File: config.mk
export PLATFORM = sky130hd
export DESIGN_NAME = serdes_link_status_regs
export DESIGN_NICKNAME = d
export VERILOG_FILES = /design/src/serdes_link_status_pkg.sv /design/src/cor_status_byte.sv /design/src/serdes_link_status_regs.sv
export VERILOG_INCLUDE_DIRS = /design/src
export SDC_FILE = /design/constraint.sdc
export NUM_CORES = 1
export LEC_CHECK = 0
export ABC_AREA = 1
export BUFFER_PORTS_ARGS = -buffer_cell sky130_fd_sc_hd__buf_2
export CAP_MARGIN = 20
export CORE_MARGIN = 2
export CORE_UTILIZATION = 54
export DETAILED_ROUTE_END_ITERATION = 8
export MAX_ROUTING_LAYER = met4
export PLACE_DENSITY = 0.9
export SYNTH_ARGS = -nofsm -noshare
export SYNTH_HDL_FRONTEND = slang
export SYNTH_SLANG_ARGS = --single-unit
File: constraint.sdc
create_clock -name CORE_CLK -period 1.82 [get_ports CORE_CLK]
set_input_delay 0.364 -clock CORE_CLK [delete_from_list [all_inputs] [get_ports CORE_CLK]]
set_output_delay 0.364 -clock CORE_CLK [all_outputs]
set_load 0.02 [all_outputs]
File: src/serdes_link_status_params.svh
// constants of the serdes link status register bank
`ifndef SERDES_LINK_STATUS_PARAMS_SVH
`define SERDES_LINK_STATUS_PARAMS_SVH

// ----------------------------------------------------------------
// register addresses on the 18-bit register port
// ----------------------------------------------------------------
`define QUAD_A_LINK_STATE_ADDR        18'h30804
`define QUAD_A_ALIGN_STATUS_ADDR      18'h30805
`define QUAD_A_PAIR_ALIGN_STATUS_ADDR 18'h30814
`define QUAD_B_LINK_STATE_ADDR        18'h30904
`define QUAD_B_ALIGN_STATUS_ADDR      18'h30905
`define QUAD_B_PAIR_ALIGN_STATUS_ADDR 18'h30914
`define QUAD_B_SPARE_CONTROL_ADDR     18'h30933

// ----------------------------------------------------------------
// field positions, data bit n is printed bit n
// ----------------------------------------------------------------
`define LINK_SYNC_STATE_C_HI   4
`define LINK_SYNC_STATE_C_LO   5
`define LINK_SYNC_STATE_D_HI   6
`define LINK_SYNC_STATE_D_LO   7
`define WORD_LOCK_C_BIT        2
`define WORD_LOCK_D_BIT        3
`define LANE_DESKEW_DONE_C_BIT 6
`define LANE_DESKEW_DONE_D_BIT 7
`define PAIR_FIFO_OVERFLOW_BIT 1
`define PAIR_ALIGN_LOST_BIT    4

// ----------------------------------------------------------------
// implemented-bit masks and reset values
// ----------------------------------------------------------------
`define LINK_STATE_MASK        8'hf0
`define ALIGN_STATUS_MASK      8'hcc
`define PAIR_ALIGN_MASK        8'h12
`define STATUS_RESET_VALUE     8'h00
`define LINK_NO_SYNC_CODE      2'b00

`endif

File: src/serdes_link_status_pkg.sv
// types shared by the serdes link status register bank
package serdes_link_status_pkg;

  // ----------------------------------------------------------------
  // link state machine codes
  // ----------------------------------------------------------------
  typedef enum logic [1:0] {
    LINK_NO_SYNC   = 2'b00,
    LINK_CV_NO_COMMA = 2'b01,
    LINK_SYNC_DONE = 2'b10,
    LINK_UNUSED    = 2'b11
  } link_code_type;

  // ----------------------------------------------------------------
  // live status of one channel and events of one quad
  // ----------------------------------------------------------------
  typedef struct packed {
    link_code_type link_sync_state;
    logic          word_lock;
    logic          lane_deskew_done;
  } chan_status_type;

  typedef struct packed {
    logic pair_align_fifo_overflow;
    logic pair_align_lost;
  } quad_event_type;

  // ----------------------------------------------------------------
  // register selector
  // ----------------------------------------------------------------
  typedef enum logic [2:0] {
    SEL_A_LINK  = 3'h0,
    SEL_A_ALIGN = 3'h1,
    SEL_A_PAIR  = 3'h2,
    SEL_B_LINK  = 3'h3,
    SEL_B_ALIGN = 3'h4,
    SEL_B_PAIR  = 3'h5,
    SEL_NONE    = 3'h7
  } reg_sel_type;

endpackage : serdes_link_status_pkg

File: src/cor_status_byte.sv
// one clear-on-read status byte with sticky and loaded bits
`include "serdes_link_status_params.svh"

module cor_status_byte #(
  parameter logic [7:0] VALID_MASK = 8'hff
) (
  // clock and reset
  input  wire logic       clk,
  input  wire logic       rst_b,
  // bit updates
  input  wire logic [7:0] set_bits,
  input  wire logic [7:0] load_mask,
  input  wire logic [7:0] load_val,
  input  wire logic       rd_clr,
  // stored value
  output logic      [7:0] q
);

  logic [7:0] q_r;
  logic [7:0] q_nxt;

  // ----------------------------------------------------------------
  // update: clear first, so a same-cycle event survives the read
  // ----------------------------------------------------------------
  always_comb begin
    q_nxt = rd_clr ? `STATUS_RESET_VALUE : q_r;
    q_nxt = q_nxt | set_bits;
    q_nxt = (q_nxt & ~load_mask) | (load_val & load_mask);
    q_nxt = q_nxt & VALID_MASK;
  end

  always_ff @(posedge clk or negedge rst_b) begin
    if (!rst_b) begin
      q_r <= `STATUS_RESET_VALUE;
    end else begin
      q_r <= q_nxt;
    end
  end

  assign q = q_r;

endmodule : cor_status_byte

File: src/serdes_link_status_regs.sv
// per-channel clear-on-read status registers of two transceiver quads
//
// Contract
// - status registers read-only, reading clears them
// - C channel link state at bits 4-5
// - D channel link state at bits 6-7
// - link state fields reset to no-sync
// - word lock bits 2 and 3, reset zero
// - deskew done bits 6 and 7, reset zero
// - pair fifo overflow flag bit 1
// - pair align lost flag bit 4
// - deskew reported only for enabled group members
// - link state used only when quad selects it
`include "serdes_link_status_params.svh"

module serdes_link_status_regs (
  // clock and reset
  input  wire logic                                        CORE_CLK,
  input  wire logic                                        RST_B,
  // register port
  input  wire logic                                 [17:0] REG_ADDR,
  input  wire logic                                        REG_RD,
  input  wire logic                                        REG_WR,
  input  wire logic                                  [7:0] REG_WDATA,
  output logic                                       [7:0] REG_RDATA,
  output logic                                             REG_RVALID,
  // live channel status, index 0 AC, 1 AD, 2 BC, 3 BD
  input  wire serdes_link_status_pkg::chan_status_type [3:0] CHAN_STATUS,
  // quad events, index 0 quad A, 1 quad B
  input  wire serdes_link_status_pkg::quad_event_type  [1:0] QUAD_EVENT,
  // control bits held outside this block
  input  wire logic                                  [3:0] DESKEW_MEMBER_EN,
  input  wire logic                                  [1:0] QUAD_LINK_SM_SELECT
);

  // ----------------------------------------------------------------
  // helpers
  // ----------------------------------------------------------------
  function automatic serdes_link_status_pkg::reg_sel_type decode_addr(input logic [17:0] addr);
    serdes_link_status_pkg::reg_sel_type sel;
    unique case (addr)
      `QUAD_A_LINK_STATE_ADDR:        sel = serdes_link_status_pkg::SEL_A_LINK;
      `QUAD_A_ALIGN_STATUS_ADDR:      sel = serdes_link_status_pkg::SEL_A_ALIGN;
      `QUAD_A_PAIR_ALIGN_STATUS_ADDR: sel = serdes_link_status_pkg::SEL_A_PAIR;
      `QUAD_B_LINK_STATE_ADDR:        sel = serdes_link_status_pkg::SEL_B_LINK;
      `QUAD_B_ALIGN_STATUS_ADDR:      sel = serdes_link_status_pkg::SEL_B_ALIGN;
      `QUAD_B_PAIR_ALIGN_STATUS_ADDR: sel = serdes_link_status_pkg::SEL_B_PAIR;
      default:                        sel = serdes_link_status_pkg::SEL_NONE;
    endcase
    return sel;
  endfunction : decode_addr

  // printed bit hi carries the code msb
  function automatic logic [7:0] place_link_codes(input logic [1:0] code_c, input logic [1:0] code_d);
    logic [7:0] b;
    b = 8'h00;
    b[`LINK_SYNC_STATE_C_HI] = code_c[1];
    b[`LINK_SYNC_STATE_C_LO] = code_c[0];
    b[`LINK_SYNC_STATE_D_HI] = code_d[1];
    b[`LINK_SYNC_STATE_D_LO] = code_d[0];
    return b;
  endfunction : place_link_codes

  // ----------------------------------------------------------------
  // read decode
  // ----------------------------------------------------------------
  serdes_link_status_pkg::reg_sel_type rd_sel;
  logic                          [5:0] rd_hit;
  logic                                rd_take;

  // writes are accepted and dropped: every location here is read-only
  assign rd_take = REG_RD & ~REG_WR;
  assign rd_sel  = decode_addr(REG_ADDR);

  always_comb begin
    rd_hit = 6'h00;
    if (rd_take && rd_sel != serdes_link_status_pkg::SEL_NONE) begin
      rd_hit[rd_sel] = 1'b1;
    end
  end

  // ----------------------------------------------------------------
  // link state capture
  // ----------------------------------------------------------------
  logic [1:0] link_live [3:0];
  logic [1:0] link_seen_r [3:0];
  logic [3:0] link_change;

  always_comb begin
    for (int i = 0; i < 4; i++) begin
      // the fibre-channel machine leaves the field at no-sync
      link_live[i]   = QUAD_LINK_SM_SELECT[i / 2] ? CHAN_STATUS[i].link_sync_state
                                                  : `LINK_NO_SYNC_CODE;
      link_change[i] = (link_live[i] != link_seen_r[i]);
    end
  end

  // a held state is reported again only after it changes, so a read really clears
  always_ff @(posedge CORE_CLK or negedge RST_B) begin
    if (!RST_B) begin
      for (int i = 0; i < 4; i++) begin
        link_seen_r[i] <= `LINK_NO_SYNC_CODE;
      end
    end else begin
      for (int i = 0; i < 4; i++) begin
        link_seen_r[i] <= link_live[i];
      end
    end
  end

  // ----------------------------------------------------------------
  // status bytes
  // ----------------------------------------------------------------
  logic [7:0] link_q [1:0];
  logic [7:0] align_q [1:0];
  logic [7:0] pair_q [1:0];
  logic [7:0] link_mask [1:0];
  logic [7:0] link_val [1:0];
  logic [7:0] align_set [1:0];
  logic [7:0] pair_set [1:0];

  always_comb begin
    for (int q = 0; q < 2; q++) begin
      link_val[q]  = place_link_codes(link_live[2 * q], link_live[2 * q + 1]);
      link_mask[q] = place_link_codes({2{link_change[2 * q]}}, {2{link_change[2 * q + 1]}});
      align_set[q] = 8'h00;
      align_set[q][`WORD_LOCK_C_BIT] = CHAN_STATUS[2 * q].word_lock;
      align_set[q][`WORD_LOCK_D_BIT] = CHAN_STATUS[2 * q + 1].word_lock;
      align_set[q][`LANE_DESKEW_DONE_C_BIT] = CHAN_STATUS[2 * q].lane_deskew_done
                                              & DESKEW_MEMBER_EN[2 * q];
      align_set[q][`LANE_DESKEW_DONE_D_BIT] = CHAN_STATUS[2 * q + 1].lane_deskew_done
                                              & DESKEW_MEMBER_EN[2 * q + 1];
      pair_set[q] = 8'h00;
      pair_set[q][`PAIR_FIFO_OVERFLOW_BIT] = QUAD_EVENT[q].pair_align_fifo_overflow;
      pair_set[q][`PAIR_ALIGN_LOST_BIT]    = QUAD_EVENT[q].pair_align_lost;
    end
  end

  for (genvar q = 0; q < 2; q++) begin : g_quad
    cor_status_byte #(.VALID_MASK(`LINK_STATE_MASK)) u_link (
      .clk       (CORE_CLK),
      .rst_b     (RST_B),
      .set_bits  (8'h00),
      .load_mask (link_mask[q]),
      .load_val  (link_val[q]),
      .rd_clr    (rd_hit[3 * q]),
      .q         (link_q[q])
    );
    cor_status_byte #(.VALID_MASK(`ALIGN_STATUS_MASK)) u_align (
      .clk       (CORE_CLK),
      .rst_b     (RST_B),
      .set_bits  (align_set[q]),
      .load_mask (8'h00),
      .load_val  (8'h00),
      .rd_clr    (rd_hit[3 * q + 1]),
      .q         (align_q[q])
    );
    cor_status_byte #(.VALID_MASK(`PAIR_ALIGN_MASK)) u_pair (
      .clk       (CORE_CLK),
      .rst_b     (RST_B),
      .set_bits  (pair_set[q]),
      .load_mask (8'h00),
      .load_val  (8'h00),
      .rd_clr    (rd_hit[3 * q + 2]),
      .q         (pair_q[q])
    );
  end

  // ----------------------------------------------------------------
  // read data, registered; unmapped and spare locations read zero
  // ----------------------------------------------------------------
  logic [7:0] rdata_nxt;
  logic [7:0] rdata_r;
  logic       rvalid_r;

  always_comb begin
    unique case (rd_sel)
      serdes_link_status_pkg::SEL_A_LINK:  rdata_nxt = link_q[0];
      serdes_link_status_pkg::SEL_A_ALIGN: rdata_nxt = align_q[0];
      serdes_link_status_pkg::SEL_A_PAIR:  rdata_nxt = pair_q[0];
      serdes_link_status_pkg::SEL_B_LINK:  rdata_nxt = link_q[1];
      serdes_link_status_pkg::SEL_B_ALIGN: rdata_nxt = align_q[1];
      serdes_link_status_pkg::SEL_B_PAIR:  rdata_nxt = pair_q[1];
      default:                             rdata_nxt = 8'h00;
    endcase
  end

  always_ff @(posedge CORE_CLK or negedge RST_B) begin
    if (!RST_B) begin
      rdata_r  <= 8'h00;
      rvalid_r <= 1'b0;
    end else begin
      rvalid_r <= rd_take;
      if (rd_take) begin
        rdata_r <= rdata_nxt;
      end
    end
  end

  assign REG_RDATA  = rdata_r;
  assign REG_RVALID = rvalid_r;

endmodule : serdes_link_status_regs

-- Word level (Yosys, flattened, before mapping)
Cells that the tools add are included.
- order comparisons: 2
- equality and inequality tests: 16
- mux-type cells: 15
- bitwise gates (word level): 18
- reductions and logical operators: 3
- operator list (operator ; number):
    == test 18 bit (second input constant) ; 6
    case mux 8 bit (6 select lines) ; 1
    bitwise AND 8 bit ; 4
    2-to-1 mux 8 bit ; 4
    OR 8 bit ; 4
    case mux 3 bit (6 select lines) ; 1
    NOT 8 bit ; 2
    2-to-1 mux 5 bit ; 2
    OR 5 bit ; 2
    2-to-1 mux 2 bit ; 4
    != test 2 bit ; 4
    == test 3 x 2 -> 1 bit (second input constant) ; 2
    == test 3 bit (second input constant) ; 2
    2-to-1 mux 6 bit ; 1
    bitwise AND 1 bit ; 5
    < comparator 3 x 4 -> 1 bit (second input constant) ; 1
    demux 1 bit (select 3 bit) ; 1
    == test 3 x 1 -> 1 bit (second input constant) ; 1
    >= comparator 3 x 1 -> 1 bit (second input constant) ; 1
    zero test 3 bit ; 1
    != test 3 bit (second input constant) ; 1
    logical AND 1 bit ; 2
    2-to-1 mux 1 bit ; 1
    NOT 1 bit ; 1
- flip-flop bits (word level): 37
- word-level logic and storage cells: 66

-- Depth between registers and ports, before layout
- word-level depth: 10
- depth in mapped cells: 17
- mapped depth without buffers: 17

-- Cells and area by module
From an unflattened synthesis, not the netlist that was laid out.
- cell total of the unflattened synthesis: 421
- area total of the unflattened synthesis: 2881.5 um2
- by module, submodules not included (module ; instances ; cells an instance ; area each (um2)):
    serdes_link_status_regs ; 1 ; 261 ; 1670.4
    cor_status_byte (g_quad[0].u_align ...) ; 4 ; 30 ; 231.5
    cor_status_byte (g_quad[0].u_pair ...) ; 2 ; 20 ; 142.6

-- Least setup slack after synthesis
Ideal clock, no wire load.
- path kind: in2reg
- start point: in REG_ADDR[12]
- end point: reg rdata_r[6] (netlist: REG_RDATA[6])
- library setup time: 0.065 ns
- arrival: 1.836 ns
- data required time: 1.755 ns
- path slack: -0.082 ns
- stages: 15
- buffers on the path: 1
- cells stage by stage: nor2_1 nand3_1 nor2_1 nand2_1 nand2_2 inv_2 ha_1 nand2_4 nand3_4 buf_6 nor3_1 nor2_1 nand2_1 nand2_1 nand2_1
- word-level cells in the longest chain between the ends: 4
- ends and longest elaborated chain (item ; line ; RTL):
    start: declaration ; serdes_link_status_regs.sv:21 ; input wire logic [17:0] REG_ADDR,
    == test 18 bit ; serdes_link_status_regs.sv:41 ; unique case (addr)
    case mux 3 bit (6 select lines) (*) ; serdes_link_status_regs.sv:41 ;
    == test 3 bit, or another cell as far along ; serdes_link_status_regs.sv:177 ; unique case (rd_sel)
    case mux 8 bit (6 select lines) (*) ; serdes_link_status_regs.sv:177 ;
    end signal: assignment ; serdes_link_status_regs.sv:195 ; rdata_r <= rdata_nxt;
    end: declaration ; serdes_link_status_regs.sv:173 ; logic [7:0] rdata_r;
Mark *: on every way between the ends. The rest lies on a longest branch, timed or not.
A chain may end at the register's enable or synchronous reset.

-- Final worst setup path
- start point: in REG_ADDR[16]
- end point: reg g_quad[0].u_link.q_r[6]
- word-level cells in the longest chain between the ends: 10
- ends and longest elaborated chain (item ; line ; RTL):
    == test 18 bit ; serdes_link_status_regs.sv:41 ;
    case mux 3 bit (6 select lines) (*) ; serdes_link_status_regs.sv:41 ;
    < comparator 3 x 4 -> 1 bit (implied by the code) or >= comparator 3 x 1 -> 1 bit (tied branches) ; serdes_link_status_regs.sv:78 ; rd_hit[rd_sel] = 1'b1;
    logical AND 1 bit (implied by the code) ; serdes_link_status_regs.sv:78 ;
    2-to-1 mux 1 bit (implied by the code) ; serdes_link_status_regs.sv:78 ;
    demux 1 bit (select 3 bit) ; serdes_link_status_regs.sv:78 ;
    2-to-1 mux 6 bit (*) ; serdes_link_status_regs.sv:77 ; if (rd_take && rd_sel != serdes_link_status_pkg::SEL_NONE) begin
    2-to-1 mux 8 bit (*) ; cor_status_byte.sv:26 ; q_nxt = rd_clr ? `STATUS_RESET_VALUE : q_r;
    bitwise AND 8 bit (*) ; cor_status_byte.sv:28 ; q_nxt = (q_nxt & ~load_mask) | (load_val & load_mask);
    OR 8 bit (*) ; cor_status_byte.sv:28 ;
    named net g_quad[0].u_link.q_nxt[6] ; cor_status_byte.sv:20 ; logic [7:0] q_nxt;
    end signal: assignment ; cor_status_byte.sv:34 ; q_r <= `STATUS_RESET_VALUE;
    end signal: assignment ; cor_status_byte.sv:36 ; q_r <= q_nxt;
    end: declaration ; cor_status_byte.sv:19 ; logic [7:0] q_r;
Mark *: on every way through the listed nets, which the timed path passes. The rest lies on a longest branch.

==> reports/metrics.cfg <==
[setup_path]
crit_required_ns=2.04
worst_ep_arrival_time_ns=2.05
crit_chain=buf_2 > nand2_2 > inv_2 > nand3_1 > nor2_2 > nand2_1 > nand2_2 > inv_2 > ha_4 > nand2_8 > nand3_2 > nor2_4 > nand2_2 > nand2_1 > o21ai_0
cp-start-kind=input port
cpPeakStageDelay_ns=0.20
crit_path_top_delay_cell=nor2_4
cp_common_cell=nand2_2
critPathCaptureType=register
path_class=input port to register
crit_fanout=7

[job]
max-cap-violations=0

[floorplanning]
rows=21
io_pins=65
die_h_um=64.3
fp.dieW_um=64.3
core_mm2=0.00342
die_area_mm2=0.00413
initial_core_util_pct=57.4

[logic_synthesis]
synth-seq-cells=36
synth_top_area_share_pct=45.9
synth_area_leaders=dfrtp_1 46%, nand2_1 13%, inv_1 7.8%, nor2_1 4.8%, nand3_1 4.6%
syn_area_per_cell_um2=7.81
yosysSeqAreaShare_pct=45.9
yosysMostFrequentCell=nand2_1
ys_async_sr_fraction_pct=100
ys_types=29
synthCells=251
synth_ff_type=dfrtp_1
synth.net_count=310
synth_edf_count=0
synth_top_cells_by_count=66 x nand2_1, 41 x inv_1, 36 x dfrtp_1
yosys.area.top_type=dfrtp_1
ys_warn_count=0
syn_area_mm2=0.00196

[drt]
dr.pass1.iters=4
vias=1938
via_per_inst=5.06
drt-initial-drc-count=173
wl_per_cell_um=12.5
drc=0
finalWirelength_um=4790
postRouteAntennaNets=0

[placement]
gp_congestion=0.800
io_buffers=55
place_hpwl_um=3340
place_inst=369
place_area_mm2=0.00246

[finish]
antennaDiodeCount=0
nFillCells=236
drive_gt1_share_pct=37.1
utilization_pct=77.1
nets=395
syn2layout_area_growth_pct=34.4
final_cells=383
design_area_mm2=0.00264

[clock_tree]
cts_buffers=5
cts.sinks=36
tritoncts=done
insertion_delay_ns=0.34
ctsHtreeMaxLevel=2
cts.clk_slew.worst_paths_ns=0.11
ctsRootBufferMaster=clkbuf_4
cts_buffer_depth=2

[timing]
setup_viol=1
post-route-min-period_ns=1.83
hold_viol_final=0
skew_ns=0.0107
slew_violations=0
post-route-period-util_pct=101
max_freq_mhz=545
finalWorstSetupSlack_ns=-0.0140

[grt]
antenna_found_initial=0
first_global_vias=1893
grt_pass1_wl_um=7300
grt_overflow_total=0
grt_usage_pct=23.2
grt_start_max_net_pins=21

[power]
p_per_area_mw_per_mm2=564
vdd_drop_max_v=0.000457
power_leakage_nw=1.50

[hold_path]
hp-class=input port to register

[status]
outcome=finished with violations
violations=negative setup slack

-- per-layer routing --
metal  up-vias  wire [µm]  global-route usage [%]
li1        946          -                       -
met4         0         93                    8.24
met1       914       1840                    25.0
met5         -          0                       -
met2        65       2550                    41.1
met3        13        308                    5.99
-- flip-flops by register name (all words and copies together) (netlist names) --
register and count:
g_quad.u_pair.q 4, REG_RDATA 7, g_quad.u_link.q 8, REG_RVALID 1, g_quad.u_align.q 8, link_seen_r 8
-- critical path: cells and delay by family --
| family | cells | cell delay [ns] |
|---|---|---|
| compound gates | 1 | 0.10 |
| buf+inv | 3 | 0.23 |
| fa+ha+maj | 1 | 0.17 |
| simple gates | 10 | 1.19 |
-- area by class of cell --
cell class / instances / area, µm² / share of cell area, %
Multi-Input combinational cell: 171 / 985 / 37.4
Sequential cell: 36 / 901 / 34.2
Inverter: 43 / 161 / 6.13
Clock inverter: 1 / 7.51 / 0.285
Tap cell: 46 / 57.6 / 2.18
Timing Repair Buffer: 79 / 468 / 17.8
Clock buffer: 7 / 55.1 / 2.09
-- cell usage in the layout, fill, tap and decap left out, types with 2 or more instances in the layout --
cell,count
nand3_1,15
inv_1,38
nor3_2,3
or2_2,2
nand4_1,2
inv_2,5
o21bai_1,8
nand3_2,5
nor2_1,19
buf_4,22
buf_2,54
nor2_4,3
nand2_2,7
nand3b_1,2
xnor2_1,4
clkbuf_4,5
o22ai_1,2
nor2_2,9
xor2_1,2
ha_1,2
nand3_4,2
o21ai_1,5
dfrtp_1,36
nand2_1,62
o21ai_0,10
buf_6,2
a21oi_1,2
-- power by group --
| group | leakage (nW) | internal, mW | switching [mW] |
|---|---|---|---|
| clock network | 0.0315 | 0.189 | 0.257 |
| logic | 1.05 | 0.0861 | 0.106 |
| registers | 0.423 | 0.831 | 0.0171 |
-- cells by family (layout without fill, tap and decap cells) --
| group | count (synthesis) | count (layout) | share of synthesized area (%) |
|---|---|---|---|
| buf+inv | 45 | 130 | 9.19 |
| other cells | 1 | 1 | 0.191 |
| flops | 36 | 36 | 45.9 |
| simple gates | 132 | 133 | 31.2 |
| compound gates | 28 | 28 | 8.87 |
| fa+ha+maj | 3 | 3 | 1.91 |
| xor+xnor | 6 | 6 | 2.68 |
-- worst paths after layout --
path | slack (ns) | from | cells after the start | endpoint
worst min-delay path | 0.20 | REG_WR | 2 | REG_RVALID
worst min register to register | 0.49 | REG_RDATA[4] | 2 | REG_RDATA[4]
max in group asynchronous | 0.81 | RST_B | 3 | REG_RDATA[1]
worst max register to register | 0.66 | link_seen_r[2] | 4 | g_quad[0].u_link.q[6]
worst max-delay path | -0.01 | REG_ADDR[16] | 15 | g_quad[0].u_link.q[6]
min in group asynchronous | 0.49 | RST_B | 2 | REG_RDATA[2]
-- per-stage QoR --
step	total power, mW	worst slack, ns	hold slack, ns	TNS, ns
4_1_cts	1.49	0.0258	0.181	0
5_1_grt	1.55	-0.0681	0.200	-0.438
3_3_place_gp	1.03	-0.225	0.330	-3.96
3_5_place_dp	1.04	-0.314	0.335	-5.73
6_report	1.49	-0.0140	0.204	-0.0140
2_1_floorplan	0.945	0.00173	0.0684	0
-- repair_timing --
action	4_1_cts	5_1_grt
resized for setup	0	16
hold buffers	1	0
setup buffers	0	4
endpoints found under the setup margin	0	17
hold endpoints to repair	18	0
Note: power is estimated with default switching activity, not from simulation.
